===== config.mk =====
export PLATFORM = sky130hd
export DESIGN_NAME = cdt_top
export DESIGN_NICKNAME = d
export VERILOG_FILES = /design/src/cdt_pkg.sv /design/src/cdt_border_cmp.sv /design/src/cdt_irq_ctl.sv /design/src/cdt_top.sv
export SDC_FILE = /design/constraint.sdc
export NUM_CORES = 1
export LEC_CHECK = 0
export ABC_AREA = 1
export BUFFER_PORTS_ARGS = -buffer_cell sky130_fd_sc_hd__buf_2
export CAP_MARGIN = 15
export CORE_MARGIN = 1
export CORE_UTILIZATION = 45
export CTS_BUF_LIST = sky130_fd_sc_hd__clkbuf_8
export CTS_CLUSTER_SIZE = 28
export DETAILED_ROUTE_END_ITERATION = 6
export HOLD_SLACK_MARGIN = 0.15
export PLACE_DENSITY = 0.65
export REMOVE_ABC_BUFFERS = 1
export SLEW_MARGIN = 40
export SYNTH_ARGS = -nofsm -noshare
export SYNTH_HDL_FRONTEND = slang
export SYNTH_HIERARCHICAL = 1
export SYNTH_SLANG_ARGS = --single-unit

===== constraint.sdc =====
create_clock -name mclk -period 2.6 [get_ports mclk]
set_input_delay 0.52 -clock mclk [delete_from_list [all_inputs] [get_ports mclk]]
set_output_delay 0.52 -clock mclk [all_outputs]
set_load 0.03 [all_outputs]

===== src/cdt_pkg.sv =====
// Shared constants for the card-detect border compare block
package cdt_pkg;
   // Register interface widths
   localparam int ADDR_W = 8;
   localparam int DATA_W = 8;
   localparam int MEAS_W = 6;

   // Register byte offsets
   localparam logic [7:0] ADDR_Q_LOWER  = 8'h3F;
   localparam logic [7:0] ADDR_Q_UPPER  = 8'h40;
   localparam logic [7:0] ADDR_I_LOWER  = 8'h41;
   localparam logic [7:0] ADDR_I_RESULT = 8'h42;
   localparam logic [7:0] ADDR_Q_RESULT = 8'h43;
   localparam logic [7:0] ADDR_IRQ_STAT = 8'h50;
   localparam logic [7:0] ADDR_IRQ_MASK = 8'h51;

   // Field positions
   localparam int FIELD_MSB    = 5;
   localparam int SHARED_MSB   = 7;
   localparam int SHARED_LSB   = 6;
   localparam int SUPPRESS_BIT = 6;

   // Interrupt status layout
   localparam int IRQ_N       = 3;
   localparam int IRQ_DETECT  = 0;
   localparam int IRQ_I_CROSS = 1;
   localparam int IRQ_Q_CROSS = 2;

   // Reset values
   localparam logic [5:0] RST_LIMIT  = 6'h00;
   localparam logic [5:0] RST_RESULT = 6'h00;
   localparam logic [2:0] RST_MASK   = 3'h0;
   localparam logic [7:0] RST_RDATA  = 8'h00;
   localparam logic [7:0] UNMAPPED   = 8'h00;
endpackage : cdt_pkg


===== src/cdt_border_cmp.sv =====
// Window comparator for one measurement channel
`timescale 1ns/10ps
`default_nettype none
module cdt_border_cmp #(
   parameter int WIDTH = 6
) (
   // Measurement and borders
   input  wire logic [WIDTH-1:0] value,
   input  wire logic [WIDTH-1:0] lower,
   input  wire logic [WIDTH-1:0] upper,
   // Results
   output logic                  below,
   output logic                  above
);
   // Strict compares: a value equal to a border is still inside
   assign below = value < lower;
   assign above = value > upper;
endmodule : cdt_border_cmp
`default_nettype wire


===== src/cdt_irq_ctl.sv =====
// Sticky interrupt status, mask and level interrupt output
`timescale 1ns/10ps
`default_nettype none
module cdt_irq_ctl #(
   parameter int N = 3
) (
   // Clock and reset
   input  wire logic         mclk,
   input  wire logic         rst,
   // Events and software access
   input  wire logic [N-1:0] event_set,
   input  wire logic         stat_wr,
   input  wire logic         mask_wr,
   input  wire logic [N-1:0] wdata,
   // State
   output logic      [N-1:0] status,
   output logic      [N-1:0] mask,
   output logic              irq
);
   // One sticky bit per event; a set in the clearing cycle wins
   for (genvar b = 0; b < N; b++) begin : g_stat
      always_ff @(posedge mclk) begin
         if (rst) begin
            status[b] <= 1'b0;
         end else if (event_set[b]) begin
            status[b] <= 1'b1;
         end else if (stat_wr && wdata[b]) begin
            status[b] <= 1'b0;
         end
      end
   end

   // Mask register, plain read/write
   always_ff @(posedge mclk) begin
      if (rst) begin
         mask <= cdt_pkg::RST_MASK;
      end else if (mask_wr) begin
         mask <= wdata;
      end
   end

   // Level output follows the masked status one cycle later
   always_ff @(posedge mclk) begin
      if (rst) begin
         irq <= 1'b0;
      end else begin
         irq <= |(status & mask);
      end
   end
endmodule : cdt_irq_ctl
`default_nettype wire


===== src/cdt_top.sv =====
// Low-power card detect borders, results and interrupt
//
// Contract
// - Bits 3 and 2 of the I upper limit live in bits 7 and 6 of the Q upper-limit register, read/write.
// - Bits 1 and 0 of the I upper limit live in bits 7 and 6 of the I lower-limit register.
// - An I measurement above the assembled I upper limit raises the card-detect interrupt.
// - The Q upper limit sits in bits 5..0 and a Q measurement above it raises the interrupt.
// - The I lower limit sits in bits 5..0 and an I measurement below it raises the interrupt.
// - The last I result reads in bits 5..0 of its register, with bits 7 and 6 reserved.
// - The last Q result reads in bits 5..0 of its register, with bit 7 reserved.
// - While the suppress bit 6 of the Q result register is set, no interrupt is raised until the next run.
// - The I upper limit is 6 bits and its bits 5 and 4 live in bits 7 and 6 of the Q lower-limit register.
// - The Q lower limit sits in bits 5..0 and a Q measurement below it raises the interrupt.
// - A card-detect request shows as the card-detect flag in the first interrupt register.
//
// Decided for this implementation: strobed register access.
`timescale 1ns/10ps
`default_nettype none
module cdt_top #(
   parameter int MEAS_W = cdt_pkg::MEAS_W
) (
   // Clock and reset
   input  wire logic              mclk,
   input  wire logic              rst,
   // Register port
   input  wire logic [7:0]        addr,
   input  wire logic [7:0]        wdata,
   input  wire logic              wr,
   input  wire logic              rd,
   output logic      [7:0]        rdata,
   // Detection sequencer and measurement
   input  wire logic              det_start,
   input  wire logic              meas_done,
   input  wire logic [MEAS_W-1:0] meas_i,
   input  wire logic [MEAS_W-1:0] meas_q,
   // Interrupt
   output logic                   irq
);
   // Border and result state
   logic [MEAS_W-1:0] i_upper_limit;
   logic [MEAS_W-1:0] i_lower_limit;
   logic [MEAS_W-1:0] q_upper_limit;
   logic [MEAS_W-1:0] q_lower_limit;
   logic [MEAS_W-1:0] i_last;
   logic [MEAS_W-1:0] q_last;
   logic              detect_irq_suppress;
   logic              i_below;
   logic              i_above;
   logic              q_below;
   logic              q_above;
   logic              run_eval;
   logic [2:0]        event_set;
   logic [2:0]        status;
   logic [2:0]        mask;
   logic [7:0]        next_rdata;

   // Write decodes
   logic wr_q_lower;
   logic wr_q_upper;
   logic wr_i_lower;
   logic wr_q_result;
   logic wr_stat;
   logic wr_mask;

   assign wr_q_lower  = wr && (addr == cdt_pkg::ADDR_Q_LOWER);
   assign wr_q_upper  = wr && (addr == cdt_pkg::ADDR_Q_UPPER);
   assign wr_i_lower  = wr && (addr == cdt_pkg::ADDR_I_LOWER);
   assign wr_q_result = wr && (addr == cdt_pkg::ADDR_Q_RESULT);
   assign wr_stat     = wr && (addr == cdt_pkg::ADDR_IRQ_STAT);
   assign wr_mask     = wr && (addr == cdt_pkg::ADDR_IRQ_MASK);

   // I upper limit is spread over the top bits of three registers
   always_ff @(posedge mclk) begin
      if (rst) begin
         i_upper_limit <= cdt_pkg::RST_LIMIT;
      end else begin
         if (wr_q_lower) begin
            i_upper_limit[5:4] <= wdata[7:6];
         end
         if (wr_q_upper) begin
            i_upper_limit[3:2] <= wdata[7:6];
         end
         if (wr_i_lower) begin
            i_upper_limit[1:0] <= wdata[7:6];
         end
      end
   end

   // Lower field of each limit register
   always_ff @(posedge mclk) begin
      if (rst) begin
         q_lower_limit <= cdt_pkg::RST_LIMIT;
         q_upper_limit <= cdt_pkg::RST_LIMIT;
         i_lower_limit <= cdt_pkg::RST_LIMIT;
      end else begin
         if (wr_q_lower) begin
            q_lower_limit <= wdata[5:0];
         end
         if (wr_q_upper) begin
            q_upper_limit <= wdata[5:0];
         end
         if (wr_i_lower) begin
            i_lower_limit <= wdata[5:0];
         end
      end
   end

   // Suppress bit: software sets it, the next run start releases it.
   // A software write in the start cycle wins, so a set is never lost.
   always_ff @(posedge mclk) begin
      if (rst) begin
         detect_irq_suppress <= 1'b0;
      end else if (wr_q_result) begin
         detect_irq_suppress <= wdata[cdt_pkg::SUPPRESS_BIT];
      end else if (det_start) begin
         detect_irq_suppress <= 1'b0;
      end
   end

   // Results are captured only at the end of a run, not tracked live
   always_ff @(posedge mclk) begin
      if (rst) begin
         i_last <= cdt_pkg::RST_RESULT;
         q_last <= cdt_pkg::RST_RESULT;
      end else if (meas_done) begin
         i_last <= meas_i;
         q_last <= meas_q;
      end
   end

   // Window compares on the fresh measurement
   cdt_border_cmp #(
      .WIDTH (MEAS_W)
   ) u_cmp_i (
      .value (meas_i),
      .lower (i_lower_limit),
      .upper (i_upper_limit),
      .below (i_below),
      .above (i_above)
   );

   cdt_border_cmp #(
      .WIDTH (MEAS_W)
   ) u_cmp_q (
      .value (meas_q),
      .lower (q_lower_limit),
      .upper (q_upper_limit),
      .below (q_below),
      .above (q_above)
   );

   // Compare result counts only in the completion cycle and while not suppressed
   assign run_eval = meas_done && !detect_irq_suppress;
   assign event_set[cdt_pkg::IRQ_I_CROSS] = run_eval && (i_above || i_below);
   assign event_set[cdt_pkg::IRQ_Q_CROSS] = run_eval && (q_above || q_below);
   assign event_set[cdt_pkg::IRQ_DETECT]  = event_set[cdt_pkg::IRQ_I_CROSS]
                                          || event_set[cdt_pkg::IRQ_Q_CROSS];

   // Sticky flags, mask and the interrupt pin
   cdt_irq_ctl #(
      .N (cdt_pkg::IRQ_N)
   ) u_irq (
      .mclk      (mclk),
      .rst       (rst),
      .event_set (event_set),
      .stat_wr   (wr_stat),
      .mask_wr   (wr_mask),
      .wdata     (wdata[2:0]),
      .status    (status),
      .mask      (mask),
      .irq       (irq)
   );

   // Read mux; reserved bits and unmapped offsets read as zero
   always_comb begin
      next_rdata = cdt_pkg::UNMAPPED;
      case (addr)
         cdt_pkg::ADDR_Q_LOWER:  next_rdata = {i_upper_limit[5:4], q_lower_limit};
         cdt_pkg::ADDR_Q_UPPER:  next_rdata = {i_upper_limit[3:2], q_upper_limit};
         cdt_pkg::ADDR_I_LOWER:  next_rdata = {i_upper_limit[1:0], i_lower_limit};
         cdt_pkg::ADDR_I_RESULT: next_rdata = {2'h0, i_last};
         cdt_pkg::ADDR_Q_RESULT: next_rdata = {1'h0, detect_irq_suppress, q_last};
         cdt_pkg::ADDR_IRQ_STAT: next_rdata = {5'h00, status};
         cdt_pkg::ADDR_IRQ_MASK: next_rdata = {5'h00, mask};
         default:                next_rdata = cdt_pkg::UNMAPPED;
      endcase
   end

   // Read data stands only in the cycle after the strobe
   always_ff @(posedge mclk) begin
      if (rst) begin
         rdata <= cdt_pkg::RST_RDATA;
      end else if (rd) begin
         rdata <= next_rdata;
      end else begin
         rdata <= cdt_pkg::RST_RDATA;
      end
   end

   // Checks on the border store, compare and interrupt paths
   i_upper_mid_a: assert property (@(posedge mclk) disable iff (rst)
      wr_q_upper |=> i_upper_limit[3:2] == $past(wdata[7:6]))
      else $error("I upper bits 3..2 not taken from Q upper write");

   i_upper_low_a: assert property (@(posedge mclk) disable iff (rst)
      wr_i_lower |=> (i_upper_limit[1:0] == $past(wdata[7:6])) && (i_lower_limit == $past(wdata[5:0])))
      else $error("I lower register write not split correctly");

   i_above_a: assert property (@(posedge mclk) disable iff (rst)
      (meas_done && !detect_irq_suppress && (meas_i > i_upper_limit)) |=> status[cdt_pkg::IRQ_DETECT])
      else $error("I above upper border did not set detect flag");

   q_above_a: assert property (@(posedge mclk) disable iff (rst)
      (meas_done && !detect_irq_suppress && (meas_q > q_upper_limit))
      |=> status[cdt_pkg::IRQ_DETECT] && status[cdt_pkg::IRQ_Q_CROSS])
      else $error("Q above upper border did not set flags");

   i_below_a: assert property (@(posedge mclk) disable iff (rst)
      (meas_done && !detect_irq_suppress && (meas_i < i_lower_limit))
      |=> status[cdt_pkg::IRQ_DETECT] && status[cdt_pkg::IRQ_I_CROSS])
      else $error("I below lower border did not set flags");

   i_result_rd_a: assert property (@(posedge mclk) disable iff (rst)
      (rd && addr == cdt_pkg::ADDR_I_RESULT) |=> rdata == {2'h0, $past(i_last)})
      else $error("I result read wrong");

   q_result_rd_a: assert property (@(posedge mclk) disable iff (rst)
      (rd && addr == cdt_pkg::ADDR_Q_RESULT) |=> (rdata[7] == 1'b0) && (rdata[5:0] == $past(q_last)))
      else $error("Q result read wrong");

   suppress_hold_a: assert property (@(posedge mclk) disable iff (rst)
      (detect_irq_suppress && !det_start && !wr_q_result)
      |=> !(status[cdt_pkg::IRQ_DETECT] && !$past(status[cdt_pkg::IRQ_DETECT]))
          && detect_irq_suppress)
      else $error("Detect flag rose while suppressed");

   i_upper_hi_a: assert property (@(posedge mclk) disable iff (rst)
      (wr_q_lower ##1 !wr_q_lower [*2]) |-> i_upper_limit[5:4] == $past(wdata[7:6], 2))
      else $error("I upper bits 5..4 lost after Q lower write");

   q_below_a: assert property (@(posedge mclk) disable iff (rst)
      (meas_done && !detect_irq_suppress && (meas_q < q_lower_limit)) |=> status[cdt_pkg::IRQ_Q_CROSS])
      else $error("Q below lower border did not set flag");

   irq_level_a: assert property (@(posedge mclk) disable iff (rst)
      (status[cdt_pkg::IRQ_DETECT] && mask[cdt_pkg::IRQ_DETECT]) |=> irq)
      else $error("Unmasked detect flag not on interrupt pin");

   result_latch_a: assert property (@(posedge mclk) disable iff (rst)
      !meas_done |-> !event_set[cdt_pkg::IRQ_DETECT] ##1 ($stable(i_last) && $stable(q_last)))
      else $error("Results moved outside a completion cycle");

   q_upper_lo_a: assert property (@(posedge mclk) disable iff (rst)
      wr_q_upper |=> q_upper_limit == $past(wdata[5:0]))
      else $error("Q upper border not taken from its write");

   q_lower_split_a: assert property (@(posedge mclk) disable iff (rst)
      wr_q_lower |=> (i_upper_limit[5:4] == $past(wdata[7:6])) && (q_lower_limit == $past(wdata[5:0])))
      else $error("Q lower register write not split correctly");

   i_above_flag_a: assert property (@(posedge mclk) disable iff (rst)
      (meas_done && !detect_irq_suppress && (meas_i > i_upper_limit)) |=> status[cdt_pkg::IRQ_I_CROSS])
      else $error("I above upper border did not set I flag");

   q_below_detect_a: assert property (@(posedge mclk) disable iff (rst)
      (meas_done && !detect_irq_suppress && (meas_q < q_lower_limit)) |=> status[cdt_pkg::IRQ_DETECT])
      else $error("Q below lower border did not set detect flag");

   suppressed_quiet_a: assert property (@(posedge mclk) disable iff (rst)
      (meas_done && detect_irq_suppress) |-> (event_set == 3'h0))
      else $error("Event raised while suppressed");

   suppress_set_a: assert property (@(posedge mclk) disable iff (rst)
      wr_q_result |=> detect_irq_suppress == $past(wdata[cdt_pkg::SUPPRESS_BIT]))
      else $error("Suppress bit not taken from its write");

   suppress_release_a: assert property (@(posedge mclk) disable iff (rst)
      (det_start && !wr_q_result) |=> !detect_irq_suppress)
      else $error("Suppress bit not released by a run start");

   // A new event must survive a clear written in the same cycle
   set_wins_a: assert property (@(posedge mclk) disable iff (rst)
      event_set[cdt_pkg::IRQ_DETECT] |=> status[cdt_pkg::IRQ_DETECT])
      else $error("Detect event lost against a clear");

   stat_clear_a: assert property (@(posedge mclk) disable iff (rst)
      (wr_stat && wdata[cdt_pkg::IRQ_DETECT] && !event_set[cdt_pkg::IRQ_DETECT])
      |=> !status[cdt_pkg::IRQ_DETECT])
      else $error("Detect flag not cleared by writing one");

   irq_quiet_a: assert property (@(posedge mclk) disable iff (rst)
      !(|(status & mask)) |=> !irq)
      else $error("Interrupt pin high with no unmasked flag");

   result_capture_a: assert property (@(posedge mclk) disable iff (rst)
      meas_done |=> (i_last == $past(meas_i)) && (q_last == $past(meas_q)))
      else $error("Results not captured at completion");

   // Main scenarios
   detect_irq_c: cover property (@(posedge mclk) disable iff (rst)
      run_eval && event_set[cdt_pkg::IRQ_DETECT] ##[1:3] irq);

   suppressed_run_c: cover property (@(posedge mclk) disable iff (rst)
      meas_done && detect_irq_suppress && (i_above || q_below));

   clear_race_c: cover property (@(posedge mclk) disable iff (rst)
      wr_stat && wdata[cdt_pkg::IRQ_DETECT] && event_set[cdt_pkg::IRQ_DETECT]);

   quiet_run_c: cover property (@(posedge mclk) disable iff (rst)
      det_start ##[1:20] (meas_done && !i_above && !i_below && !q_above && !q_below));
endmodule : cdt_top
`default_nettype wire


==> reports/results.md, run 1 <==
- finished, violations left — result of the run
- DRC — violations in the final reports
- 0 — number of setup buffers added after CTS
- 0.500 ns — slew at the pin closest to its max-slew limit
- 0 ns — TNS Setup
- 0 — Max Cap Viol
- sky130_fd_sc_hd__dfxtp_1 — cell with the largest stage delay on the worst path
- 7040 sq um — area of the die
- 543 — final layout net count
- register to register — Critical Setup Path Class
- 34.5% — post-synth top area share
- 1.87 ns — Crit path arrival time
- 241 — 1st-iter DRT viols
- sky130_fd_sc_hd__nand2_1 (83), sky130_fd_sc_hd__nor2_1 (78), sky130_fd_sc_hd__inv_1 (64) — most frequent cells in the layout
- 0.826 — Routability Congestion
- 0.000212 V — Peak supply drop
- 2608 — vias in the first global route
- 0 — number of antenna violations at the first check in global routing
- 23.0% — GRT Total Usage
- 31 — largest net degree at the start of global routing
- 596 MHz — Fmax
- 5.09 — Via-to-Cell Ratio
- 0.00159 uW — Leakage Power
- 2 — buffers from clock root to sink, at most
- 0.31 ns — clock insertion delay at the later pin of the skew report
- 47.0% — starting density of the core
- register — kind of end point of the critical path
- input pin to register — worst hold path class
- 3670 microns — met2 routed WL
- 7810 microns — aggregate routed wire length
- 5960 microns — half-perimeter wire length after placement
- 52 — number of clock sinks
- 2 — deepest level of the CTS H-tree
- inv_1, ha_1, nand2_2, inv_1, nand2_1, nand2_1, nor2_1, nor2_1, nor2_1, a21oi_1, inv_1, a21oi_1 — cell-by-cell listing of the critical path
- 29 — # rows
- 0 — number of diodes added for antenna fixing
- 0.38 ns — longest individual stage delay on the worst path
- 0.922 ns — slack of the critical path
- register — startpoint types
- 2 — remaining design rule violation count
- 0 — Finish-stage setup viols
- 43 — num ports
- 42 — number of buffers added on ports
- 1.68 ns — post-route minimum period
- 0.09 ns — Worst-path clk slew
- 12700 microns — global-route wire length before repair
- 6.72 sq um — mean post-synth cell area
- 14.8% — fraction of layout cells with a size suffix above 1
- 0 — global route overflow
- u_irq/status[0] — RR Endpoint
- 12 — number of cells traversed by the worst register-to-register path
- 449 — synthesized instance count
- 13.9 microns — Avg WL per Cell
- 52 — Synth Register Bits
- 34.5% — sequential cell area fraction in the yosys report
- done — TritonCTS clock tree
- sky130_fd_sc_hd__clkbuf_8 — clock root buffer
- u_irq/status[0] — worst setup path end
- 6420 sq um — floorplan core area
- 6 — warning count from the yosys run
- i_upper_limit[5] — crit path from
- 0 — Resized cells post-CTS
- 10.4% — Syn-to-layout area delta
- 64.5% — final worst path period share
- 5 — TritonCTS buffer count
- 83.9 microns — Die Ht
- 3660 microns — M1 WL
- 3 — largest fanout of any net on the critical path
- 2872 — vias
- false — RSZ-0062 raised after global routing
- 0 — number of hold buffers added after CTS
- 2.79 ns — worst endpoint required time
- 0.00631 ns — Layout Skew
- 0 — antenna-violating nets left
- met4 — top metal layer carrying routed signals
- sky130_fd_sc_hd__dfxtp_1 (34%), sky130_fd_sc_hd__nand2_1 (10%), sky130_fd_sc_hd__nor2_1 (9.7%) — leading post-synthesis cells by cell area
- 7 — first drt pass iteration count
- 0 — count of endpoints failing hold in the final timing report
- i_upper_limit[5] — worst reg2reg startpoint
- sky130_fd_sc_hd__dfxtp_1 — post-synthesis cell type with the largest combined area
- 435 nW/um^2 — ratio of total power to cell area
- 369 microns — routed length on met3
- 3020 sq um — Cell Area, Synth
- sky130_fd_sc_hd__nand2_1 — most common cell after layout, fill and taps aside
- 66.6% — worst rel slew slack
- 0.681 ns — worst setup timing slack at the placement stage
- 0.92 ns — setup slack of the most critical reg-to-reg path
- 0 — max-slew violation total from the final report
- 665 — fillcell total
- 25 — count of different cell masters after synthesis
- 83.9 microns — Die X-Extent
==> stage by stage <==
step	total power, uW	hold WS [ns]	cell area, sq um	cells	utilization (%)
after floorplan	943	0.439	2940	437	-
after global placement	1020	0.456	3260	557	50.7
after detailed placement	1030	0.461	3260	557	50.7
after CTS	1460	0.445	3330	564	51.9
after global routing	1520	0.457	3330	564	51.9
final	1450	0.449	3330	564	51.9
==> layout make-up <==
cell class / count / area [sq um] / area share, %
clock buffers: 5 / 68.8 / 2.06
clock inverters: 2 / 8.76 / 0.263
inverters: 68 / 255 / 7.65
multi-input cells: 317 / 1650 / 49.4
flip-flops and latches: 52 / 1040 / 31.2
well taps: 77 / 96.3 / 2.89
repair buffers: 43 / 218 / 6.53
==> synth_stat cells <==
| cell | number |
|---|---|
| sky130_fd_sc_hd__nor3_1 | 2 |
| sky130_fd_sc_hd__buf_8 | 1 |
| sky130_fd_sc_hd__nor2_4 | 4 |
| sky130_fd_sc_hd__nor2_8 | 2 |
| sky130_fd_sc_hd__and2_2 | 1 |
| sky130_fd_sc_hd__dfxtp_1 | 52 |
| sky130_fd_sc_hd__buf_2 | 1 |
| sky130_fd_sc_hd__nor2_2 | 2 |
| sky130_fd_sc_hd__or2_2 | 1 |
| sky130_fd_sc_hd__clkbuf_1 | 7 |
| sky130_fd_sc_hd__nand2_4 | 2 |
| sky130_fd_sc_hd__buf_4 | 1 |
| sky130_fd_sc_hd__inv_1 | 63 |
| sky130_fd_sc_hd__o21ai_0 | 29 |
| sky130_fd_sc_hd__nand2_2 | 4 |
| sky130_fd_sc_hd__ha_1 | 22 |
| sky130_fd_sc_hd__nor2_1 | 78 |
| sky130_fd_sc_hd__inv_2 | 5 |
| sky130_fd_sc_hd__nand3_4 | 1 |
| sky130_fd_sc_hd__nand3_1 | 52 |
| sky130_fd_sc_hd__a21oi_1 | 30 |
| sky130_fd_sc_hd__nand2_1 | 83 |
| sky130_fd_sc_hd__o21ai_1 | 3 |
| sky130_fd_sc_hd__buf_6 | 2 |
| sky130_fd_sc_hd__nand3_2 | 1 |
==> how the worst min path moves through the flow <==
stage / start / endpoint / slack, ns / cells after the start
finish: meas_q[0] / q_last[0] / 0.45 / 3
global route: meas_q[0] / q_last[0] / 0.46 / 3
CTS: meas_q[0] / q_last[0] / 0.45 / 3
detailed placement: i_upper_limit[1] / i_upper_limit[1] / 0.46 / 2
global placement: i_lower_limit[5] / i_lower_limit[5] / 0.46 / 2
floorplan: i_lower_limit[1] / i_lower_limit[1] / 0.44 / 2
==> power breakdown <==
part | leakage, uW | total [uW] | internal (uW) | switching, uW
Sequential | 0.000423 | 826 | 814 | 12.0
Combinational | 0.00112 | 184 | 62.9 | 121
Clock | 0.0000452 | 440 | 180 | 260
==> state kept, by name, indices dropped and copies added, names as in the netlist <==
| name | cells |
|---|---|
| i_lower_limit | 6 |
| u_irq/status | 3 |
| u_irq/irq | 1 |
| u_irq/mask | 3 |
| q_lower_limit | 6 |
| detect_irq_suppress | 1 |
| i_upper_limit | 6 |
| q_last | 6 |
| rdata | 8 |
| q_upper_limit | 6 |
| i_last | 6 |
==> worst max-delay path: cells and delay by family (launching register included) <==
family	cells	cell delay, ns
simple gates	6	0.54
compound gates	2	0.17
buf+inv	3	0.17
fa+ha+maj	1	0.30
flops	1	0.38
==> cells by family after synthesis <==
| kind of cell | Yosys count | share of synthesized area (%) |
|---|---|---|
| simple gates | 233 | 35.1 |
| buf+inv | 80 | 11.0 |
| compound gates | 62 | 10.3 |
| flops | 52 | 34.5 |
| fa+ha+maj | 22 | 9.12 |
==> per-layer routing <==
| layer | vias to the layer above | GRT usage, % |
|---|---|---|
| met5 | - | 0 |
| met3 | 11 | 3.17 |
| met1 | 1300 | 31.4 |
| li1 | 1491 | - |
| met4 | 0 | 6.58 |
| met2 | 70 | 37.7 |
Note: power is estimated with default switching activity, not from simulation.
==> run 2: changes to the inputs <==
--- a/config.mk
+++ b/config.mk
@@ -14,7 +14,7 @@
 export CTS_CLUSTER_SIZE = 28
 export DETAILED_ROUTE_END_ITERATION = 6
 export HOLD_SLACK_MARGIN = 0.15
-export PLACE_DENSITY = 0.65
+export PLACE_DENSITY = 0.68
 export REMOVE_ABC_BUFFERS = 1
 export SLEW_MARGIN = 40
 export SYNTH_ARGS = -nofsm -noshare
==> constraint.sdc (replaced) <==
create_clock -name mclk -period 1.5 [get_ports mclk]
set_input_delay 0.3 -clock mclk [delete_from_list [all_inputs] [get_ports mclk]]
set_output_delay 0.3 -clock mclk [all_outputs]
set_load 0.03 [all_outputs]
==> run 2 against run 1 <==
  * The run ends with DRC, setup timing left
  * Register-to-register slack got worse by 0.97 ns
  * Routed wire length rose by 8.9%
  * Sequential share of layout area decreased by 3.9 points
  * Worst setup slack got worse by 0.97 ns
  * Count of clock-buffer cells in the layout unchanged
  * Total power increased by 120%
  * Fmax is 8.3% higher
  * Final cell count rose by 6.0%
  * Clock skew increased by 0.0065 ns
  * Die area unchanged
  * Sequential power is 73% higher
==> reports/results.md, run 2 (synthesized netlist as in run 1, its figures left out) <==
- 0 — number of diodes added for antenna fixing, unchanged
- 0.32 ns — clock insertion delay at the later pin of the skew report, about the same
- 2 — buffers from clock root to sink, at most, unchanged
- 83.9 microns — Die Ht, unchanged
- 0 — antenna-violating nets left, unchanged
- 7040 sq um — area of the die, unchanged
- 0.00183 uW — Leakage Power, +15%
- register — kind of end point of the critical path
- 1.75 ns — Crit path arrival time, -0.12 ns
- 0 — global route overflow, unchanged
- sky130_fd_sc_hd__nor2_1 — dominant cell type by count on the critical path
- -0.0558 ns — TNS Setup, -0.0558 ns
- 0.450 ns — slew at the pin closest to its max-slew limit, -0.0501 ns
- 2 — remaining design rule violation count, unchanged
- 31 — largest net degree at the start of global routing, unchanged
- 153 — 1st-iter DRT viols, -37%
- 10 — logic depth of the worst path, buffers included, -2
- 103% — final worst path period share, +39 points
- 2 — deepest level of the CTS H-tree, unchanged
- 8 — flip-flop count of the largest register after layout, unchanged
- finished, violations left — result of the run
- 2 — Finish-stage setup viols, +2
- register — startpoint types
- 2 — number of buffer and inverter stages on the critical path, -1
- i_upper_limit[5] — crit path from
- 29 — # rows, unchanged
- 6100 microns — half-perimeter wire length after placement, +2.5%
- done — TritonCTS clock tree
- 2931 — vias in the first global route, +12%
- sky130_fd_sc_hd__nand2_1 — most common cell after layout, fill and taps aside
- 620 — fillcell total, -6.8%
- input pin to register — worst hold path class
- 0 — Max Cap Viol, unchanged
- 0.0129 ns — Layout Skew, +0.00655 ns
- 1050 sq um — area used by sequential logic in the layout, +1.3%
- 0.988 — Routability Congestion, +20%
- u_irq/status[1] — RR Endpoint
- 14.2 microns — Avg WL per Cell, +2.7%
- rdata — register ranked first by flip-flop count
- 0.35 ns — longest individual stage delay on the worst path, -0.03 ns
- 598 — post-route non-filler standard cell count, +6.0%
- 8510 microns — aggregate routed wire length, +8.9%
- 2 — largest fanout of any net on the critical path, -1
- 83.9 microns — Die X-Extent, unchanged
- 5 — TritonCTS buffer count, unchanged
- 0.11 ns — Worst-path clk slew, +0.02 ns
- 47.0% — starting density of the core, unchanged
- u_irq/status[1] — worst setup path end
- 42 — number of buffers added on ports, unchanged
- simple AND/OR/NAND/NOR gates — Top Family by Delay on Critical Path
- 69.9% — worst rel slew slack, +3.3 points
- DRC, setup timing — violations in the final reports
- 43 — num ports, unchanged
- 10 — number of cells traversed by the worst register-to-register path, -2
- 1810 sq um — combined area of the multi-input logic cells, +9.9%
- 1.70 ns — worst endpoint required time, -1.09 ns
- 27.4% — fraction of layout cells with a size suffix above 1, +13 points
- 0 — number of antenna violations at the first check in global routing, unchanged
- -0.0495 ns — slack of the critical path, -0.972 ns
- 7 — first drt pass iteration count, unchanged
- true — RSZ-0062 raised after global routing
- sky130_fd_sc_hd__dfxtp_2 — cell with the largest stage delay on the worst path
- 13400 microns — global-route wire length before repair, +5.7%
- 645 MHz — Fmax, +8.3%
- -0.05 ns — setup slack of the most critical reg-to-reg path, -0.97 ns
- 5.16 — Via-to-Cell Ratio, +1.3%
- 0.000664 V — Peak supply drop, +210%
- 1.55 ns — post-route minimum period, -0.128 ns
- 588 — Post-Place Cells, +5.6%
- 3510 sq um — cell area after placement, +7.9%
- sky130_fd_sc_hd__nand2_1 (81), sky130_fd_sc_hd__nor2_1 (74), sky130_fd_sc_hd__inv_1 (57) — most frequent cells in the layout
- -0.139 ns — worst setup timing slack at the placement stage, -0.820 ns
- 28.0% — Syn-to-layout area delta
- 6420 sq um — floorplan core area, unchanged
- register to register — Critical Setup Path Class
- 576 — final layout net count, +6.1%
- inv_2, ha_4, a21oi_1, nand2_1, nor2_1, nor2_1, nor2_2, nor2_1, inv_1, a21oi_1 — cell-by-cell listing of the critical path
- i_upper_limit[5] — worst reg2reg startpoint
- 0 — max-slew violation total from the final report, unchanged
- sky130_fd_sc_hd__clkbuf_8 — clock root buffer
- 3860 sq um — post-layout instance area, +16%
- 52 — number of clock sinks, unchanged
- 0 — count of endpoints failing hold in the final timing report, unchanged
- 816 nW/um^2 — ratio of total power to cell area, +88%
- 24.2% — GRT Total Usage, +1.3 points
- 3085 — vias, +7.4%
## run 2: what timing repair did
action,4_1_cts,5_1_grt
buffers inserted,0,2
setup endpoints to repair,3,3
hold buffers,0,0
gates resized for setup,18,22
pin swaps,10,16
## run 2: layer usage
metal	vias up	share of wire [%]	global-route usage (%)
li1	1557	-	-
met1	1391	44	30.8
met2	114	48	42.2
met3	23	5.9	3.36
met4	0	2.4	7.84
met5	-	0	0
## run 2: stage by stage
stage                     utilization (%)  hold slack, ns  power (uW)
after global placement               54.7           0.454        1800
after detailed placement             54.7           0.459        1810
final                                60.2           0.223        3150
after CTS                            58.3           0.219        3130
after global routing                 60.2           0.241        3270
after floorplan                         -           0.369        1630
## run 2: how the worst min path moves through the flow
stage               slack (ns)              from          endpoint  cells past startpoint
detailed placement        0.46  i_lower_limit[2]  i_lower_limit[2]                      2
CTS                       0.22                rd          rdata[7]                      3
finish                    0.22                rd          rdata[7]                      3
global route              0.24         meas_i[0]         i_last[0]                      3
floorplan                 0.37               rst  i_upper_limit[4]                      1
global placement          0.45  i_lower_limit[2]  i_lower_limit[2]                      2
## run 2: final cells by class
type | instances | share of cell area, %
Sequential cell | 52 | 27.3
Multi-Input combinational cell | 317 | 46.8
Inverter | 68 | 6.60
Timing Repair Buffer | 76 | 12.7
Clock buffer | 5 | 1.78
Tap cell | 77 | 2.49
Clock inverter | 3 | 2.33
## run 2: worst min-delay path: cells and delay by family
family,cells,cell delay (ns)
buf+inv,2,0.14
simple gates,1,0.07
## run 2: power by group
| part | leakage [uW] | internal, uW | switching, uW |
|---|---|---|---|
| Sequential | 0.000429 | 1410 | 20.1 |
| Clock | 0.0000784 | 834 | 494 |
| Combinational | 0.00133 | 157 | 237 |
| Total | 0.00183 | 2400 | 752 |
==> run 3: changes to the inputs <==
--- a/config.mk
+++ b/config.mk
@@ -8,7 +8,7 @@
 export ABC_AREA = 1
 export BUFFER_PORTS_ARGS = -buffer_cell sky130_fd_sc_hd__buf_2
 export CAP_MARGIN = 15
-export CORE_MARGIN = 1
+export CORE_MARGIN = 2
 export CORE_UTILIZATION = 45
 export CTS_BUF_LIST = sky130_fd_sc_hd__clkbuf_8
 export CTS_CLUSTER_SIZE = 28
==> run 3 against run 2 <==
  * The flow finishes with violations (setup timing)
  * Clock skew down 0.0082 ns
  * First-iteration DRC count up 76%
  * Worst hold slack worse by 0.0081 ns
==> reports/results.md, run 3 (synthesized netlist as in run 1, its figures left out) <==
- 8 — flip-flop count of the largest register after layout, unchanged
- 29 — # rows, unchanged
- 43 — num ports, unchanged
- input pin to register — worst hold path class
- met4 — top metal layer carrying routed signals
- 23.2% — GRT Total Usage, -1.0 points
- 3500 sq um — cell area after placement, -0.43%
- 5 — first drt pass iteration count, -2
- 3074 — vias, -0.36%
- 85.9 microns — Die X-Extent, +2.4%
- 14.2% — Comb power frac, +1.7 points
- 5.14 — Via-to-Cell Ratio, -0.36%
- 1 — Finish-stage setup viols, -1
- 0.00181 uW — Leakage Power, -1.1%
- 31 — largest net degree at the start of global routing, unchanged
- 7380 sq um — area of the die, +4.8%
- 47.0% — starting density of the core, unchanged
- 0 — Max Cap Viol, unchanged
- 0.442 ns — slew at the pin closest to its max-slew limit, -0.00792 ns
- 1.71 ns — worst endpoint required time, about the same
- 34.9% — clock power share, -7.2 points
- register to register — Critical Setup Path Class
- register — startpoint types
- 26.7% — switching fraction of total power, +2.8 points
- sky130_fd_sc_hd__clkbuf_8 — clock root buffer
- -0.0101 ns — TNS Setup, +0.0457 ns
- 3560 microns — M1 WL, -4.3%
- 2060 uW — internal portion of total power, -14%
- 14.1 microns — Avg WL per Cell, -1.2%
- 70.5% — worst rel slew slack, +0.53 points
- 576 — final layout net count, unchanged
- 609 microns — routed length on met3, +21%
- true — RSZ-0062 raised after global routing
- 6420 sq um — floorplan core area, unchanged
- done — TritonCTS clock tree
- 3840 sq um — post-layout instance area, -0.62%
- 29.2% — fraction of layout cells with a size suffix above 1, +1.7 points
- 1.72 ns — Crit path arrival time, -0.03 ns
- sky130_fd_sc_hd__nand2_1 (81), sky130_fd_sc_hd__nor2_1 (73), sky130_fd_sc_hd__inv_1 (57) — most frequent cells in the layout
- 0 — count of endpoints failing hold in the final timing report, unchanged
- 13400 microns — global-route wire length before repair, -0.51%
- 0 — number of hold buffers added after CTS, unchanged
- 0.31 ns — clock insertion delay at the later pin of the skew report, about the same
- 0 — global route overflow, unchanged
- -0.0101 ns — slack of the critical path, +0.0394 ns
- 4070 microns — met2 routed WL, -0.17%
- 0.00469 ns — Layout Skew, -0.00817 ns
- 0 — number of antenna violations at the first check in global routing, unchanged
- 5 — TritonCTS buffer count, unchanged
- 2 — buffers from clock root to sink, at most, unchanged
- 27.2% — Syn-to-layout area delta
- sky130_fd_sc_hd__nand2_1 — most common cell after layout, fill and taps aside
- 3 — largest fanout of any net on the critical path, +1
- 0 — max-slew violation total from the final report, unchanged
- 6170 microns — half-perimeter wire length after placement, +1.0%
- 0 — antenna-violating nets left, unchanged
- 750 uW — net switching power, -0.24%
- setup timing — violations in the final reports
- 0.941 — Routability Congestion, -4.7%
- 101% — final worst path period share, -2.6 points
- 269 — 1st-iter DRT viols, +76%
- 0.09 ns — Worst-path clk slew, -0.02 ns
- register — kind of end point of the critical path
- finished, violations left — result of the run
- 2838 — vias in the first global route, -3.2%
- 2 — deepest level of the CTS H-tree, unchanged
- 732 nW/um^2 — ratio of total power to cell area, -10%
- 85.9 microns — Die Ht, +2.4%
- 662 MHz — Fmax, +2.6%
- 42 — number of buffers added on ports, unchanged
- 1.51 ns — post-route minimum period, -0.0394 ns
- 0.000451 V — Peak supply drop, -32%
- 0 — remaining design rule violation count, -2
- 0 — number of diodes added for antenna fixing, unchanged
- rdata — register ranked first by flip-flop count
- 50.8% — power share of the sequential group, +5.4 points
- 8400 microns — aggregate routed wire length, -1.2%
- 52 — number of clock sinks, unchanged
-- run 3: changes by cell type in the layout (fill, tap and decap cells not counted), sizes merged --
| cell | previous run | this run |
|---|---|---|
| bufinv | 3 | 1 |
| clkinv | 0 | 1 |
| clkinvlp | 0 | 1 |
-- run 3: final cells by class --
type	count	area, sq um
Sequential cell	52	1060
Fill cell	601	2580
Multi-Input combinational cell	317	1830
Timing Repair Buffer	76	490
Tap cell	77	96.3
Inverter	68	255
Clock inverter	3	42.5
Clock buffer	5	68.8
-- run 3: per-stage QoR --
stage | cells | hold WS [ns] | util, % | setup WS [ns] | total power, uW
floorplan | 437 | 0.369 | - | 0.119 | 1630
global placement | 586 | 0.455 | 54.5 | -0.105 | 1800
detailed placement | 586 | 0.464 | 54.5 | -0.215 | 1800
CTS | 595 | 0.213 | 57.7 | -0.0422 | 2790
global route | 598 | 0.234 | 59.8 | -0.119 | 2930
finish | 598 | 0.215 | 59.8 | -0.0101 | 2810
-- run 3: worst paths after layout --
path | start | end | slack (ns) | cells past startpoint
hold / removal | rd | rdata[7] | 0.21 | 3
setup / recovery | i_upper_limit[5] | u_irq/status[0] | -0.01 | 12
setup reg to reg | i_upper_limit[5] | u_irq/status[0] | -0.01 | 12
hold reg to reg | i_upper_limit[0] | i_upper_limit[0] | 0.48 | 2
-- run 3: per-layer routing --
layer,global-route usage (%),vias to the layer above
met4,7.94,0
met5,0,-
met3,3.46,15
li1,-,1558
met2,39.2,126
met1,30.2,1375
-- run 3: timing repair --
item | in CTS | in global routing
pin swaps | 16 | 10
setup buffers | 1 | 3
gates resized for setup | 21 | 27
cloned | 0 | 0
setup endpoints to repair | 3 | 3
-- run 3: critical path, stage by stage (launching register included) --
cell and delay [ns]:
sky130_fd_sc_hd__dfxtp_2 0.35, sky130_fd_sc_hd__inv_2 0.05, sky130_fd_sc_hd__ha_4 0.25, sky130_fd_sc_hd__nand2_4 0.08, sky130_fd_sc_hd__inv_1 0.04, sky130_fd_sc_hd__nand2_1 0.05, sky130_fd_sc_hd__nand2_1 0.06, sky130_fd_sc_hd__nor2_1 0.11
sky130_fd_sc_hd__nor2_1 0.06, sky130_fd_sc_hd__nor2_2 0.16, sky130_fd_sc_hd__a21oi_2 0.08, sky130_fd_sc_hd__inv_1 0.07, sky130_fd_sc_hd__a21oi_2 0.05
-- run 3: power groups by stage --
| stage | clock network [uW] | registers, uW | logic, uW |
|---|---|---|---|
| finish | 982 | 1430 | 401 |
| global route | 1050 | 1430 | 443 |
| CTS | 998 | 1430 | 364 |
| detailed placement | 0 | 1460 | 343 |
| global placement | 0 | 1460 | 334 |
| floorplan | 0 | 1460 | 179 |
